$ cat src/wdtb_pkg.sv
// Purpose: constants, carrier types and the oscillator edge detector of the watchdog block
// Assumes: one 20 MHz clock; low_freq_osc arrives from another clock domain
// Notes:   register offsets are byte addresses on the Avalon-MM slave
//
// Summary of operation
// - mode 01 runs the watchdog while sw_wdt_enable is 1, stops it at 0.
// - in mode 01 sleep does not change the enabled state.
// - mode 00 keeps the watchdog off and ignores sw_wdt_enable.
// - any reset loads period_select 01011 (1:65536, ~2 s) and clears sw_wdt_enable.
// - period code n up to 10010 gives prescale 32 * 2^n.
// - codes 10011 to 11111 act as the shortest period, 1:32.
// - counting is timed by low_freq_osc at about 31 kHz.
// - reset, clear instruction and oscillator failure clear the count.
// - sleep entry and sleep exit each clear the count.
// - count is held at zero whenever the watchdog is disabled.
// - internal oscillator divider changes never touch the count.
// - when enabled in sleep, counting restarts from zero after the entry clear.
// - time-out in sleep wakes the device, no reset, and updates both status flags.
// - a watchdog reset clears the active-low reset flag in power control.
// - bits 7 and 6 of watchdog_control read as zero.
// - time-out while awake and enabled requests a device reset.
// - mode 11 keeps the watchdog on always, sleep included.
// - mode 10 runs the watchdog awake and stops it in sleep.

`timescale 1ns/1ps
`default_nettype none

package wdtb_pkg;

	//----------------------------------------
	// register map
	//----------------------------------------
	localparam logic [3:0] CTRL_OFFSET    = 4'h0;
	localparam logic [3:0] POWER_CONTROL_REG_OFFSET    = 4'h4;
	localparam logic [3:0] STAT_OFFSET    = 4'h8;
	localparam int         CTRL_EN_BIT    = 0;
	localparam int         CTRL_PS_LSB    = 1;
	localparam int         POWER_CONTROL_REG_WDT_RESET_FLAG_N_BIT  = 4;
	localparam int         STAT_ACT_BIT   = 0;
	localparam int         STAT_SLP_BIT   = 1;
	localparam int         STAT_PD_BIT    = 3;
	localparam int         STAT_TO_BIT    = 4;

	//----------------------------------------
	// reset values and period decode
	//----------------------------------------
	localparam logic [4:0] PERIOD_RESET    = 5'h0b;
	localparam logic       SW_EN_RESET     = 1'b0;
	localparam logic [4:0] PERIOD_MAX_CODE = 5'h12;
	localparam logic [4:0] PS_MIN_LOG2     = 5'h05;
	localparam int         CNT_WIDTH       = 23;
	localparam int         LFO_FREQ_HZ     = 31000;

	//----------------------------------------
	// configuration mode codes
	//----------------------------------------
	localparam logic [1:0] MODE_OFF      = 2'h0;
	localparam logic [1:0] MODE_SOFTWARE = 2'h1;
	localparam logic [1:0] MODE_NO_SLEEP = 2'h2;
	localparam logic [1:0] MODE_ALWAYS   = 2'h3;

	typedef struct packed {
		logic sys_reset;
		logic clear_instr;
		logic sleep_enter;
		logic sleep_exit;
		logic osc_fail;
	} wdtb_core_evt_type;

endpackage : wdtb_pkg

// two-stage synchroniser and rising-edge tick for the low-frequency oscillator
module wdtb_lfo_edge (
	input  wire logic ref_clk,   // system clock
	input  wire logic reset_n,   // synchronous reset, active low
	input  wire logic ce,        // clock enable
	input  wire logic osc_in,    // asynchronous oscillator pin
	output logic      tick       // one-cycle pulse per rising edge
);
	logic meta;
	logic sync;
	logic last;

	always_ff @(posedge ref_clk) begin
		if (!reset_n) begin
			meta <= 1'b0;
			sync <= 1'b0;
			last <= 1'b0;
			tick <= 1'b0;
		end else if (ce) begin
			meta <= osc_in;
			sync <= meta;
			last <= sync;
			tick <= sync & ~last;
		end
	end
endmodule : wdtb_lfo_edge

`default_nettype wire

$ cat src/wdtb_watchdog.sv
// Purpose: watchdog timer with sleep wake-up and an Avalon-MM register slave
// Assumes: core events are same-clock one-cycle pulses; wdt_mode_cfg is static
// Notes:   reset_n is power-on; core_evt.sys_reset is any later device reset
//
// Chosen here: register access over Avalon-MM and the register offsets.

`timescale 1ns/1ps
`default_nettype none

module wdtb_watchdog #(
	parameter int CNT_W = wdtb_pkg::CNT_WIDTH   // prescaler width
) (
	input  wire logic                       ref_clk,            // 20 MHz clock
	input  wire logic                       reset_n,            // sync reset, low
	input  wire logic                       ce,                 // clock enable
	input  wire logic                       low_freq_osc,       // 31 kHz pin
	input  wire logic [1:0]                 wdt_mode_cfg,       // config mode
	input  wire wdtb_pkg::wdtb_core_evt_type core_evt,          // core pulses
	input  wire logic [3:0]                 avs_address,        // byte address
	input  wire logic                       avs_read,           // read strobe
	input  wire logic                       avs_write,          // write strobe
	input  wire logic [3:0]                 avs_byteenable,     // byte lanes
	input  wire logic [31:0]                avs_writedata,      // write data
	output logic [31:0]                     avs_readdata,       // read data
	output logic                            avs_waitrequest,    // stall
	output logic                            wdt_reset_req,      // reset pulse
	output logic                            wake_req,           // wake pulse
	output logic                            timeout_flag_n,     // time-out, low
	output logic                            powerdown_flag_n,   // power-down, low
	output logic                            wdt_reset_flag_n    // wdt reset, low
);
	import wdtb_pkg::*;

	typedef enum logic {PWR_AWAKE, PWR_ASLEEP} wdtb_pwr_type;

	wdtb_pwr_type     pwr;
	logic [4:0]       period_select;
	logic             sw_wdt_enable;
	logic [CNT_W-1:0] count;
	logic [CNT_W-1:0] mask;
	logic             lfo_tick;
	logic             active;
	logic             clr_now;
	logic             tmo;
	logic             acc;
	logic             wr_ctrl;
	logic             wr_power_control_reg;
	logic [31:0]      next_readdata;

	//----------------------------------------
	// oscillator edge
	//----------------------------------------
	wdtb_lfo_edge u_lfo (
		.ref_clk (ref_clk),
		.reset_n (reset_n),
		.ce      (ce),
		.osc_in  (low_freq_osc),
		.tick    (lfo_tick)
	);

	//----------------------------------------
	// period decode
	//----------------------------------------
	function automatic logic [CNT_W-1:0] period_mask(input logic [4:0] sel);
		logic [4:0] k;
		logic [CNT_W-1:0] m;
		k = (sel > PERIOD_MAX_CODE) ? PS_MIN_LOG2 : 5'(sel + PS_MIN_LOG2);
		m = '0;
		for (int i = 0; i < CNT_W; i++) begin
			m[i] = (i < int'(k));
		end
		return m;
	endfunction : period_mask

	assign mask = period_mask(period_select);

	//----------------------------------------
	// enable decode
	//----------------------------------------
	always_comb begin
		unique case (wdt_mode_cfg)
			MODE_ALWAYS:   active = 1'b1;
			MODE_NO_SLEEP: active = (pwr == PWR_AWAKE);
			MODE_SOFTWARE: active = sw_wdt_enable;
			MODE_OFF:      active = 1'b0;
		endcase
	end

	// divider selection of the fast oscillator is not an input: nothing else clears
	assign clr_now = core_evt.sys_reset | core_evt.clear_instr | core_evt.osc_fail
		| core_evt.sleep_enter | core_evt.sleep_exit | ~active;
	assign tmo = active & lfo_tick & ~clr_now & ((count & mask) == mask);

	//----------------------------------------
	// prescaler counter
	//----------------------------------------
	always_ff @(posedge ref_clk) begin
		if (!reset_n) begin
			count <= '0;
		end else if (ce) begin
			if (clr_now || tmo) begin
				count <= '0;
			end else if (lfo_tick) begin
				count <= count + 1'b1;
			end
		end
	end

	//----------------------------------------
	// sleep state
	//----------------------------------------
	always_ff @(posedge ref_clk) begin
		if (!reset_n) begin
			pwr <= PWR_AWAKE;
		end else if (ce) begin
			unique case (pwr)
				PWR_AWAKE: begin
					if (core_evt.sleep_enter && !core_evt.sys_reset) begin
						pwr <= PWR_ASLEEP;
					end
				end
				PWR_ASLEEP: begin
					if (core_evt.sleep_exit || core_evt.sys_reset || tmo) begin
						pwr <= PWR_AWAKE;
					end
				end
			endcase
		end
	end

	//----------------------------------------
	// time-out outputs
	//----------------------------------------
	always_ff @(posedge ref_clk) begin
		if (!reset_n) begin
			wdt_reset_req <= 1'b0;
			wake_req      <= 1'b0;
		end else if (ce) begin
			wdt_reset_req <= tmo && (pwr == PWR_AWAKE);
			wake_req      <= tmo && (pwr == PWR_ASLEEP);
		end
	end

	//----------------------------------------
	// status flags
	//----------------------------------------
	always_ff @(posedge ref_clk) begin
		if (!reset_n) begin
			timeout_flag_n   <= 1'b1;
			powerdown_flag_n <= 1'b1;
		end else if (ce) begin
			if (tmo) begin
				timeout_flag_n <= 1'b0;
			end else if (core_evt.clear_instr || core_evt.sleep_enter) begin
				timeout_flag_n <= 1'b1;
			end
			if (core_evt.sleep_enter || (tmo && pwr == PWR_ASLEEP)) begin
				powerdown_flag_n <= 1'b0;
			end else if (core_evt.clear_instr) begin
				powerdown_flag_n <= 1'b1;
			end
		end
	end

	// hardware clear wins over a software write in the same cycle
	always_ff @(posedge ref_clk) begin
		if (!reset_n) begin
			wdt_reset_flag_n <= 1'b1;
		end else if (ce) begin
			if (tmo && pwr == PWR_AWAKE) begin
				wdt_reset_flag_n <= 1'b0;
			end else if (wr_power_control_reg) begin
				wdt_reset_flag_n <= avs_writedata[POWER_CONTROL_REG_WDT_RESET_FLAG_N_BIT];
			end
		end
	end

	//----------------------------------------
	// Avalon-MM slave
	//----------------------------------------
	assign acc     = (avs_read | avs_write) & ~avs_waitrequest;
	assign wr_ctrl = acc & avs_write & avs_byteenable[0] & (avs_address == CTRL_OFFSET);
	assign wr_power_control_reg = acc & avs_write & avs_byteenable[0] & (avs_address == POWER_CONTROL_REG_OFFSET);

	// one wait state per access; the request completes on the second edge
	always_ff @(posedge ref_clk) begin
		if (!reset_n) begin
			avs_waitrequest <= 1'b1;
		end else if (ce) begin
			avs_waitrequest <= ~((avs_read | avs_write) & avs_waitrequest);
		end
	end

	always_ff @(posedge ref_clk) begin
		if (!reset_n) begin
			period_select <= PERIOD_RESET;
			sw_wdt_enable <= SW_EN_RESET;
		end else if (ce) begin
			if (core_evt.sys_reset) begin
				period_select <= PERIOD_RESET;
				sw_wdt_enable <= SW_EN_RESET;
			end else if (wr_ctrl) begin
				period_select <= avs_writedata[CTRL_PS_LSB +: 5];
				sw_wdt_enable <= avs_writedata[CTRL_EN_BIT];
			end
		end
	end

	always_comb begin
		next_readdata = '0;
		unique case (avs_address)
			CTRL_OFFSET: begin
				next_readdata[CTRL_PS_LSB +: 5] = period_select;
				next_readdata[CTRL_EN_BIT]      = sw_wdt_enable;
			end
			POWER_CONTROL_REG_OFFSET: begin
				next_readdata[POWER_CONTROL_REG_WDT_RESET_FLAG_N_BIT] = wdt_reset_flag_n;
			end
			STAT_OFFSET: begin
				next_readdata[STAT_TO_BIT]  = timeout_flag_n;
				next_readdata[STAT_PD_BIT]  = powerdown_flag_n;
				next_readdata[STAT_SLP_BIT] = (pwr == PWR_ASLEEP);
				next_readdata[STAT_ACT_BIT] = active;
			end
			default: next_readdata = '0;
		endcase
	end

	always_ff @(posedge ref_clk) begin
		if (!reset_n) begin
			avs_readdata <= '0;
		end else if (ce) begin
			if (avs_read && avs_waitrequest) begin
				avs_readdata <= next_readdata;
			end
		end
	end

	//----------------------------------------
	// reference tick count for the period checks
	//----------------------------------------
	localparam int TICK_W = CNT_W + 1;

	logic [TICK_W-1:0] chk_ticks;    // ticks since the last clear
	logic [TICK_W-1:0] chk_period;   // ticks in the selected period
	logic              chk_valid;    // no period write since the last clear

	// counted in ticks rather than masked, so a wrong decode shows up
	assign chk_period = TICK_W'(1) << (PS_MIN_LOG2
		+ ((period_select > PERIOD_MAX_CODE) ? 5'h00 : period_select));

	always_ff @(posedge ref_clk) begin
		if (!reset_n) begin
			chk_ticks <= '0;
			chk_valid <= 1'b1;
		end else if (ce) begin
			if (clr_now || tmo) begin
				chk_ticks <= '0;
				chk_valid <= 1'b1;
			end else begin
				if (lfo_tick) begin
					chk_ticks <= chk_ticks + 1'b1;
				end
				if (wr_ctrl) begin
					chk_valid <= 1'b0;
				end
			end
		end
	end
endmodule : wdtb_watchdog

`default_nettype wire

$ cat config.mk
export PLATFORM = sky130hd
export DESIGN_NAME = wdtb_watchdog
export DESIGN_NICKNAME = d
export VERILOG_FILES = /design/src/wdtb_pkg.sv /design/src/wdtb_watchdog.sv
export SDC_FILE = /design/constraint.sdc
export NUM_CORES = 1
export LEC_CHECK = 0
export BUFFER_PORTS_ARGS = -buffer_cell sky130_fd_sc_hd__buf_2
export CAP_MARGIN = 10
export CORE_ASPECT_RATIO = 0.6
export CORE_UTILIZATION = 30
export DETAILED_ROUTE_END_ITERATION = 12
export GPL_TIMING_DRIVEN = 0
export PLACE_DENSITY_LB_ADDON = 0.08
export SLEW_MARGIN = 30
export SYNTH_ARGS = -nofsm -noshare
export SYNTH_HDL_FRONTEND = slang
export SYNTH_HIERARCHICAL = 1
export SYNTH_SLANG_ARGS = --single-unit
$ cat constraint.sdc
create_clock -name ref_clk -period 3.6 [get_ports ref_clk]
set_input_delay 0.9 -clock ref_clk [delete_from_list [all_inputs] [get_ports ref_clk]]
set_output_delay 0.9 -clock ref_clk [all_outputs]
set_load 0.02 [all_outputs]
## Word-level counts from Yosys, hierarchy flattened

Cells that the tools add are included.

| storage, ports and cells | value |
|---|---|
| register bits after elaboration | 46 |
| output and inout port bits | 38 |

| cells by class | value |
|---|---|
| $add $sub $neg | 2 |
| $lt $le $gt $ge | 24 |
| equal/unequal tests | 6 |
| muxes and demuxes | 22 |
| bitwise operators | 23 |
| reduce and logical (&&, ||, !) cells | 23 |

Operators by type and width:

| cell | number |
|---|---|
| 2-to-1 mux 23 bit | 2 |
| less-than comparator 4 x 5 -> 1 bit (first input constant) | 8 |
| less-than comparator 5 bit (first input constant) | 7 |
| adder 23 x 1 -> 23 bit (second input constant) | 1 |
| AND 23 bit | 1 |
| equality test 23 bit | 1 |
| less-than comparator 3 x 5 -> 1 bit (first input constant) | 4 |
| 2-to-1 mux 5 bit | 3 |
| 2-to-1 mux 1 bit | 12 |
| AND reduction 2 bit | 6 |
| AND 1 bit | 10 |
| less-than comparator 1 x 5 -> 1 bit (first input constant) | 2 |
| less-than comparator 2 x 5 -> 1 bit (first input constant) | 2 |
| nonzero test 2 bit | 5 |
| NOT 1 bit | 6 |
| OR 1 bit | 6 |
| adder 5 x 3 -> 5 bit (second input constant) | 1 |
| greater-than comparator 5 bit (second input constant) | 1 |
| logical OR 1 bit | 5 |
| equality test 2 bit (second input constant) | 2 |
| equality test 4 x 3 -> 1 bit (second input constant) | 1 |
| equality test 4 bit (second input constant) | 1 |
| logical AND 1 bit | 4 |
| zero test 4 bit | 1 |
| other kinds (7) | 8 |

## Logic depth before layout (Yosys ltp)

Gate-level depths: netlist (run 1).

| depth | value |
|---|---|
| depth in word-level cells | 12 |
| gate-level depth with buffers | 12 |

## Cells and area by module

The synthesis (run 1) kept the hierarchy.

By module, submodules not included:

| module | times used | cells an instance | area each (µm²) | seq. area each (µm²) |
|---|---|---|---|---|
| wdtb_watchdog | 1 | 355 | 2826.5 | 840.8 |
| wdtb_lfo_edge | 1 | 13 | 148.9 | 80.1 |

## Worst setup path before layout (run 1)

OpenSTA, ideal clock, no wires.

| path | value |
|---|---|
| path kind | reg2reg |
| from | register period_select[0] |
| to | register count[9] |
| library setup time | 0.117 ns |
| data arrival time | 2.919 ns |
| data required time | 3.483 ns |
| setup slack | 0.563 ns |
| stages on the path, launching flop included | 13 |
| path buffers | 2 |
| period minus slack after synthesis | 3.037 ns |
| path through | dfxtp_1 clkbuf_1 inv_1 ha_1 and2b_4 nor2_2 a221o_1 nor2b_4 or4_4 nor4b_4 o31a_4 buf_12 nor2_2 |

| between the ends | value |
|---|---|
| cells in the longest elaborated chain, start to end | 9 |

RTL lines:

| element | RTL line | text |
|---|---|---|
| start: declaration | wdtb_watchdog.sv:37 | `logic [4:0] period_select;` |
| start signal: assignment | wdtb_watchdog.sv:203 | `period_select <= avs_writedata[CTRL_PS_LSB +: 5];` |
| adder 5 x 3 -> 5 bit or greater-than comparator 5 bit (tied branches) | - |  |
| 2-to-1 mux 5 bit (*) | wdtb_watchdog.sv:67 | `k = (sel > PERIOD_MAX_CODE) ? PS_MIN_LOG2 : 5'(sel + PS_MIN_LOG2);` |
| less-than comparator 1 x 5 -> 1 bit, or another cell as far along | wdtb_watchdog.sv:70 | `m[i] = (i < int'(k));` |
| AND 23 bit | wdtb_watchdog.sv:92 | `assign tmo = active & lfo_tick & ~clr_now & ((count & mask) == mask);` |
| equality test 23 bit (*) | wdtb_watchdog.sv:92 |  |
| AND 1 bit (*) | wdtb_watchdog.sv:92 |  |
| logical OR 1 bit (*) | - |  |
| nonzero test 2 bit (no source line) | - |  |
| AND reduction 2 bit (no source line) | - |  |
| end signal: assignment | wdtb_watchdog.sv:104 | `count <= count + 1'b1;` |
| end: declaration | wdtb_watchdog.sv:39 | `logic [CNT_W-1:0] count;` |

Every way passes the cells marked *; elsewhere a longest branch is shown, timed or not.
A chain may end at the register's enable or synchronous reset.

## Worst setup path after layout (run 1)

| path | value |
|---|---|
| from | register period_select[0] |
| to | register count[20] |

The elaborated chain is that of the path after synthesis.

==> results of run 1 <==
## worst reg2reg max path: stages (launching register included)
cell      delay (ns)
dfxtp_2         0.43
clkbuf_2        0.28
inv_1           0.10
ha_1            0.23
and2b_4         0.27
nor2_2          0.07
a221o_1         0.42
o31ai_1         0.34
nand4_1         0.24
nor4b_4         0.35
o31a_4          0.23
buf_6           0.17
nor2_1          0.06
## cells by family (layout without fill, tap and decap cells)
group,count (synthesis),in the layout
multiplexers,5,5
XOR/XNOR,21,21
adder cells (fa/ha/maj),3,3
AND/OR/NAND/NOR,163,163
buffers and inverters,55,97
flip-flops,46,46
AO/OA/AOI/OAI,74,74
other,1,26
## synthesized netlist by cell type, types with 3 or more instances
library cell  number  area [um^2]
buf_2              3         15.0
nand2b_1           3         18.8
xnor2_1           14          123
o21ai_0           15         75.1
a21oi_1            4         20.0
clkbuf_1           9         33.8
xor2_1             6         52.6
ha_1               3         37.5
nor2_1            33          124
o21a_1             3         22.5
o22ai_1            4         25.0
o221ai_1           3         26.3
inv_1             13         48.8
nand2_1           37          139
mux2i_1            4         40.0
nor2_2            11         68.8
o31ai_1            4         30.0
nand4_1            8         50.1
nor3_1             8         40.0
a31oi_1            5         31.3
nor3b_1            3         22.5
nor4_1             8         50.1
dfxtp_1           46          921
nor2b_1           14         87.6
buf_4             28          210
a22oi_1           11         82.6
nand3_1           18         90.1
## final cells by class
type	instances	area, um^2	share of cell area
Clock inverter	1	8.76	0.00245
Sequential cell	46	922	0.258
Tap cell	130	163	0.0455
Clock buffer	7	153	0.0427
Buffer	41	288	0.0805
Timing Repair Buffer	35	178	0.0497
Multi-Input combinational cell	292	1810	0.508
Inverter	13	48.8	0.0137
## layout by cell type, fill, tap and decap left out, drive strengths merged, types with 11 or more instances in the layout
cell type | Yosys | layout
nor2 | 44 | 44
nand3 | 18 | 18
clkbuf | 9 | 15
nand2 | 37 | 37
conb | 1 | 26
a22oi | 11 | 11
buf | 33 | 68
dfxtp | 46 | 46
o21ai | 15 | 15
inv | 13 | 13
xnor2 | 14 | 14
nor2b | 15 | 15
## layer usage
| layer | vias to the layer above | share of wire |
|---|---|---|
| met1 | 1224 | 0.55 |
| li1 | 1398 | - |
| met4 | 0 | 0.0086 |
| met2 | 62 | 0.36 |
| met3 | 9 | 0.075 |
| met5 | - | 0 |
## how the worst max path moves through the flow
| stage | start | slack (ns) | cells after the start | to |
|---|---|---|---|---|
| global route | period_select[0] | 0.12 | 12 | wake_req |
| CTS | period_select[0] | 0.06 | 12 | count[20] |
| detailed placement | period_select[0] | -0.19 | 12 | count[18] |
| finish | period_select[0] | 0.29 | 12 | count[20] |
| global placement | period_select[0] | -0.25 | 12 | count[19] |
| floorplan | period_select[0] | 0.56 | 12 | count[9] |
## timing repair
item / CTS / global route
buffers inserted: 0 / 1
hold buffers: 0 / 0
cloned: 0 / 0
gates resized for setup: 1 / 1
endpoints found under the setup margin: 25 / 20
pin swaps: 0 / 1
## stage by stage
stage               TNS (ns)  instances  setup WS (ns)
global placement       -4.87        557         -0.247
floorplan                  0        393          0.563
global route               0        565          0.121
detailed placement     -3.49        557         -0.193
finish                     0        565          0.290
CTS                        0        564         0.0591
## power by group through the flow
| stage | clock network (mW) | registers, mW | logic [mW] |
|---|---|---|---|
| after floorplan | 0 | 0.531 | 0.0885 |
| after global placement | 0 | 0.530 | 0.127 |
| after detailed placement | 0 | 0.530 | 0.126 |
| after CTS | 0.523 | 0.518 | 0.127 |
| after global routing | 0.547 | 0.519 | 0.140 |
| final | 0.506 | 0.518 | 0.127 |
==> metrics.md, run 1 <==
| Metric | Value |
|---|---|
| Nature of the critical path endpoint | flip-flop |
| Utilization after layout | 0.381 |
| Clock latency on the worst-skew pair | 0.29 ns |
| Seq/Total Area, Yosys | 0.310 |
| Startpoint type of the worst setup path | flip-flop |
| Routed WL | 8400 um |
| Comb pwr share | 0.111 |
| CTS Buf Count | 5 |
| Crit share post-route | 0.920 |
| Mapped Area | 2980 um^2 |
| Max-cap violations | 0 |
| Iteration-0 DRC Markers | 205 |
| Slowest cell on crit path | dfxtp_2 |
| Setup violations, final | 0 |
| Final ANT Viol Nets | 0 |
| RSZ-0062 raised after global routing | no |
| Post-Synth Simple-Gate Area | 0.296 |
| Adder-cell share of the synthesized area | 0.0126 |
| Pre-antenna DRT Iters | 4 |
| Arr. time, crit path | 3.50 ns |
| Ys flop type | dfxtp_1 |
| #FFs+latches synth | 46 |
| Die Y | 79.1 um |
| Pwr Total | 1.15 mW |
| Largest family of logic cells by synthesized area | simple AND/OR/NAND/NOR gates |
| CTS tree | yes |
| Worst slew pin tran | 0.829 ns |
| Max_slew headroom | 0.442 |
| Pwr dens | 322 nW/um^2 |
| GRT busiest layer | met1 |
| Status | finished, final reports clean |
| Cell count after synthesis | 368 |
| Gpl congestion | 0.861 |
| Remaining DRCs | 0 |
| Reg2reg start | period_select[0] |
| Distinct cells, synth | 67 |
| Clock Sink Count | 46 |
| Fillcell total | 1041 |
| Global Route Usage Sum | 0.173 |
| Via-to-Cell Ratio | 4.77 |
| Final hold vios | 0 |
| Final Cell Area | 3570 um^2 |
| CTS Root Cell | clkbuf_16 |
| Fin crit period | 3.31 ns |
| Min-delay worst type | reg -> reg |
| R2R Setup Slk | 0.29 ns |
| RR Endpoint | count[20] |
| Peak Freq | 302 MHz |
| Die area | 10300 um^2 |
| Net Switching | 291 uW |
| Critical path peak fanout | 10 |
| Antenna violations before repair | 0 |
| Total gr overflow | 0 |
| Final net count | 490 |
| CP Cell Sequence | clkbuf_2 -> inv_1 -> ha_1 -> and2b_4 -> nor2_2 -> a221o_1 -> o31ai_1 -> nand4_1 -> nor4b_4 -> o31a_4 -> buf_6 -> nor2_1 |
| Number of synthesized flops with an enable pin | 0 |
| Hpwl dp | 6630 um |
| Pins Over Slew Limit | 0 |
| Hold endpoint | u_lfo/tick |
| Delay-heaviest family, CP | compound AO/OA/AOI/OAI gates |
| Register share of total power | 0.450 |
| Max FFs per register | 23 |
| Slowest stage delay, CP | 0.43 ns |
| Vias in the first global route | 2522 |
| Worst-path clk slew | 0.07 ns |
| R2R cell count | 12 |
| Starting Density | 0.317 |
| Worst Path Buf+Inv | 3 |
| Avg Inst Size Synth | 8.09 um^2 |
| CP Data Required Time | 3.78 ns |
| Hold_sp | u_lfo/sync |
| Largest register by flop count | count |
| Share of cells above drive strength 1 | 0.237 |
| Hold path depth | 2 |
| Clk buf depth | 2 |
| Switching share of power | 0.253 |
| DR WL/cell | 14.9 um |
| Clk network pwr share | 0.439 |
| GRT met2 Usage | 0.220 |
| Post-synth ARST share | 0 |
| Leakage power figure | 1.46 nW |
| YS warnings | 6 |
| Die Width | 131 um |
| Met1 Use GR | 0.282 |
| First-pass GRT wire length | 13600 um |
| Std-Cell Rows | 27 |
| P_int | 860 uW |
| Vias | 2693 |
| Placed cell area | 3400 um^2 |
| Core Region | 9390 um^2 |
| Clock Skew | 0.00572 ns |
| Largest net degree at the start of global routing | 15 |
| I/O pin cnt | 91 |
| Syn-to-layout area delta | 20.1% |
| Biggest regs | count (23), avs_readdata (6), period_select (5) |
| Mux contribution to synthesized area | 0.0172 |
| Grt met3 use | 0.0377 |
| H-Tree Depth | 2 |
| Worst vdd ir | 161 uV |
| N_diodes | 0 |
| Post-synthesis compound-gate area fraction | 0.185 |
| Xor and xnor area share after synthesis | 0.0643 |
| Crit path kind | reg -> reg |
| # port buffers | 34 |
| Worst hold margin | 0.496 ns |
Note: power is estimated with default switching activity, not from simulation.
==> inputs of run 2 (changes only) <==
CORE_MARGIN = 2   (was unset)
==> run 2 against run 1 <==
  * Utilization shrank 1.3 points
  * Critical path type unchanged
  * Die area grew 4.1%
  * Non-clock buffer count is the same
  * Combinational power is essentially flat
  * Critical path depth is the same
  * Critical endpoint is now count[18]
  * Wire length grew 0.77%
  * Largest power group unchanged
==> metrics.md, run 2 (synthesis gave the netlist of run 1 again) <==
| Metric | Value |
|---|---|
| N_diodes | 0 (unchanged) |
| Arr. time, crit path | 3.51 ns (about the same) |
| Pre-antenna DRT Iters | 5 (+1) |
| I/O pin cnt | 91 (unchanged) |
| Pre-CTS setup slack | -0.186 ns (+0.00727 ns) |
| Total gr overflow | 0 (unchanged) |
| CP Data Required Time | 3.79 ns (about the same) |
| Fin crit period | 3.32 ns (+0.0121 ns) |
| Vias in the first global route | 2304 (-8.6%) |
| Pwr dens | 321 nW/um^2 (-0.21%) |
| Setup violations, final | 0 (unchanged) |
| Clock Sink Count | 46 (unchanged) |
| Clock Skew | 0.00778 ns (+0.00206 ns) |
| Crit path kind | reg -> reg |
| H-Tree Depth | 2 (unchanged) |
| Antenna violations before repair | 0 (unchanged) |
| Startpoint type of the worst setup path | flip-flop |
| Most frequent cells in the layout | dfxtp_1, buf_2, nand2_1, nor2_1, buf_4 |
| Critical path peak fanout | 10 (unchanged) |
| Worst vdd ir | 198 uV (+23%) |
| Largest net degree at the start of global routing | 15 (unchanged) |
| Commonest non-fill, non-tap cell in the layout | dfxtp_1 |
| Hpwl dp | 6580 um (-0.68%) |
| Biggest regs | count (23), avs_readdata (6), period_select (5) |
| Status | finished, final reports clean |
| Crit path to | count[18] |
| RR Endpoint | count[18] |
| Placed cell area | 3410 um^2 (+0.33%) |
| Worst-path clk slew | 0.06 ns (about the same) |
| Iteration-0 DRC Markers | 157 (-23%) |
| Global Route Usage Sum | 0.160 (-0.0136) |
| Final ANT Viol Nets | 0 (unchanged) |
| R2R cell count | 12 (unchanged) |
| Max_slew headroom | 0.499 (+0.0571) |
| Routed WL | 8460 um (+0.77%) |
| Pins Over Slew Limit | 0 (unchanged) |
| DR WL/cell | 14.8 um (-0.11%) |
| CTS Buf Count | 5 (unchanged) |
| Gpl congestion | 0.861 (about the same) |
| Final hold vios | 0 (unchanged) |
| Max FFs per register | 23 (unchanged) |
| Die area | 10800 um^2 (+4.1%) |
| CTS tree | yes |
| Setup tns final | 0 ns (unchanged) |
| Pwr Total | 1.15 mW (about the same) |
| Vias | 2736 (+1.6%) |
| Nature of the critical path endpoint | flip-flop |
| Worst slew pin tran | 0.744 ns (-0.0848 ns) |
| # port buffers | 34 (unchanged) |
| Share of cells above drive strength 1 | 0.237 (unchanged) |
| R2R Setup Slk | 0.28 ns (about the same) |
| Std-Cell Rows | 28 (+3.7%) |
| Via-to-Cell Ratio | 4.80 (+0.71%) |
| CTS Root Cell | clkbuf_16 |
| Peak Freq | 301 MHz (-0.36%) |
| Final setup margin | 0.278 ns (-0.0121 ns) |
| Fillcell total | 1046 (+0.48%) |
| Syn-to-layout area delta | 20.4% |
| Critical Path Source | period_select[0] |
| Reg2reg start | period_select[0] |
| Starting Density | 0.305 (-0.0113) |
| Die Y | 81.1 um (+2.5%) |
| Clock latency on the worst-skew pair | 0.30 ns (about the same) |
| Clk buf depth | 2 (unchanged) |
| Die Width | 133 um (+1.5%) |
| Final net count | 490 (unchanged) |
| Max-cap violations | 0 (unchanged) |
| Final Cell Area | 3580 um^2 (+0.17%) |
| First-pass GRT wire length | 13200 um (-3.3%) |
| Leakage power figure | 1.46 nW (unchanged) |
| Remaining DRCs | 0 (unchanged) |
| Core Region | 9740 um^2 (+3.7%) |
| Min-delay worst type | reg -> reg |
| Worst hold margin | 0.490 ns (-0.00626 ns) |
| Largest register by flop count | count |
| Crit share post-route | 0.923 (+0.00336) |
| RSZ-0062 raised after global routing | no |
run 2: layout make-up:
cell class	count	area, um^2	area share
Multi-Input combinational cell	292	1810	0.507
Sequential cell	46	922	0.258
Buffer	41	288	0.0804
Timing Repair Buffer	35	178	0.0496
Tap cell	135	169	0.0472
Clock buffer	7	153	0.0426
Inverter	13	48.8	0.0136
Clock inverter	1	8.76	0.00245
run 2: critical path: stages (launching register included):
cell	delay, ns
dfxtp_2	0.44
clkbuf_2	0.28
inv_1	0.10
ha_1	0.23
and2b_4	0.27
nor2_2	0.07
a221o_1	0.43
o31ai_1	0.34
nand4_1	0.25
nor4b_4	0.34
o31a_4	0.23
buf_6	0.17
nor2_1	0.06
run 2: how the worst min path moves through the flow:
stage | start | end | slack [ns] | cells past startpoint
floorplan | u_lfo/sync | u_lfo/tick | 0.46 | 2
global placement | wake_req | wake_req | 0.48 | 2
detailed placement | wake_req | wake_req | 0.47 | 2
CTS | wake_req | wake_req | 0.49 | 2
global route | u_lfo/last | u_lfo/tick | 0.53 | 2
finish | wake_req | wake_req | 0.49 | 2
run 2: through the flow:
step | util | std cells
after floorplan | - | 393
after global placement | 0.350 | 562
after detailed placement | 0.350 | 562
after CTS | 0.367 | 569
after global routing | 0.368 | 570
final | 0.368 | 570
run 2: timing repair:
item	4_1_cts	5_1_grt
setup buffers	0	1
endpoints found under the setup margin	24	21
pin swaps	0	1
hold buffers	0	0
hold endpoints to repair	0	0
gates resized for setup	1	1
run 2: metal layers:
metal	GRT usage	share of wire	wire length, um
met5	0	0	0
met4	0.0355	0.0073	62
met3	0.0350	0.042	358
met2	0.192	0.37	3130
met1	0.268	0.58	4910
run 2: power by group:
part | internal, mW | switching, mW
combinational | 0.0501 | 0.0777
clock | 0.297 | 0.208
sequential | 0.513 | 0.00526
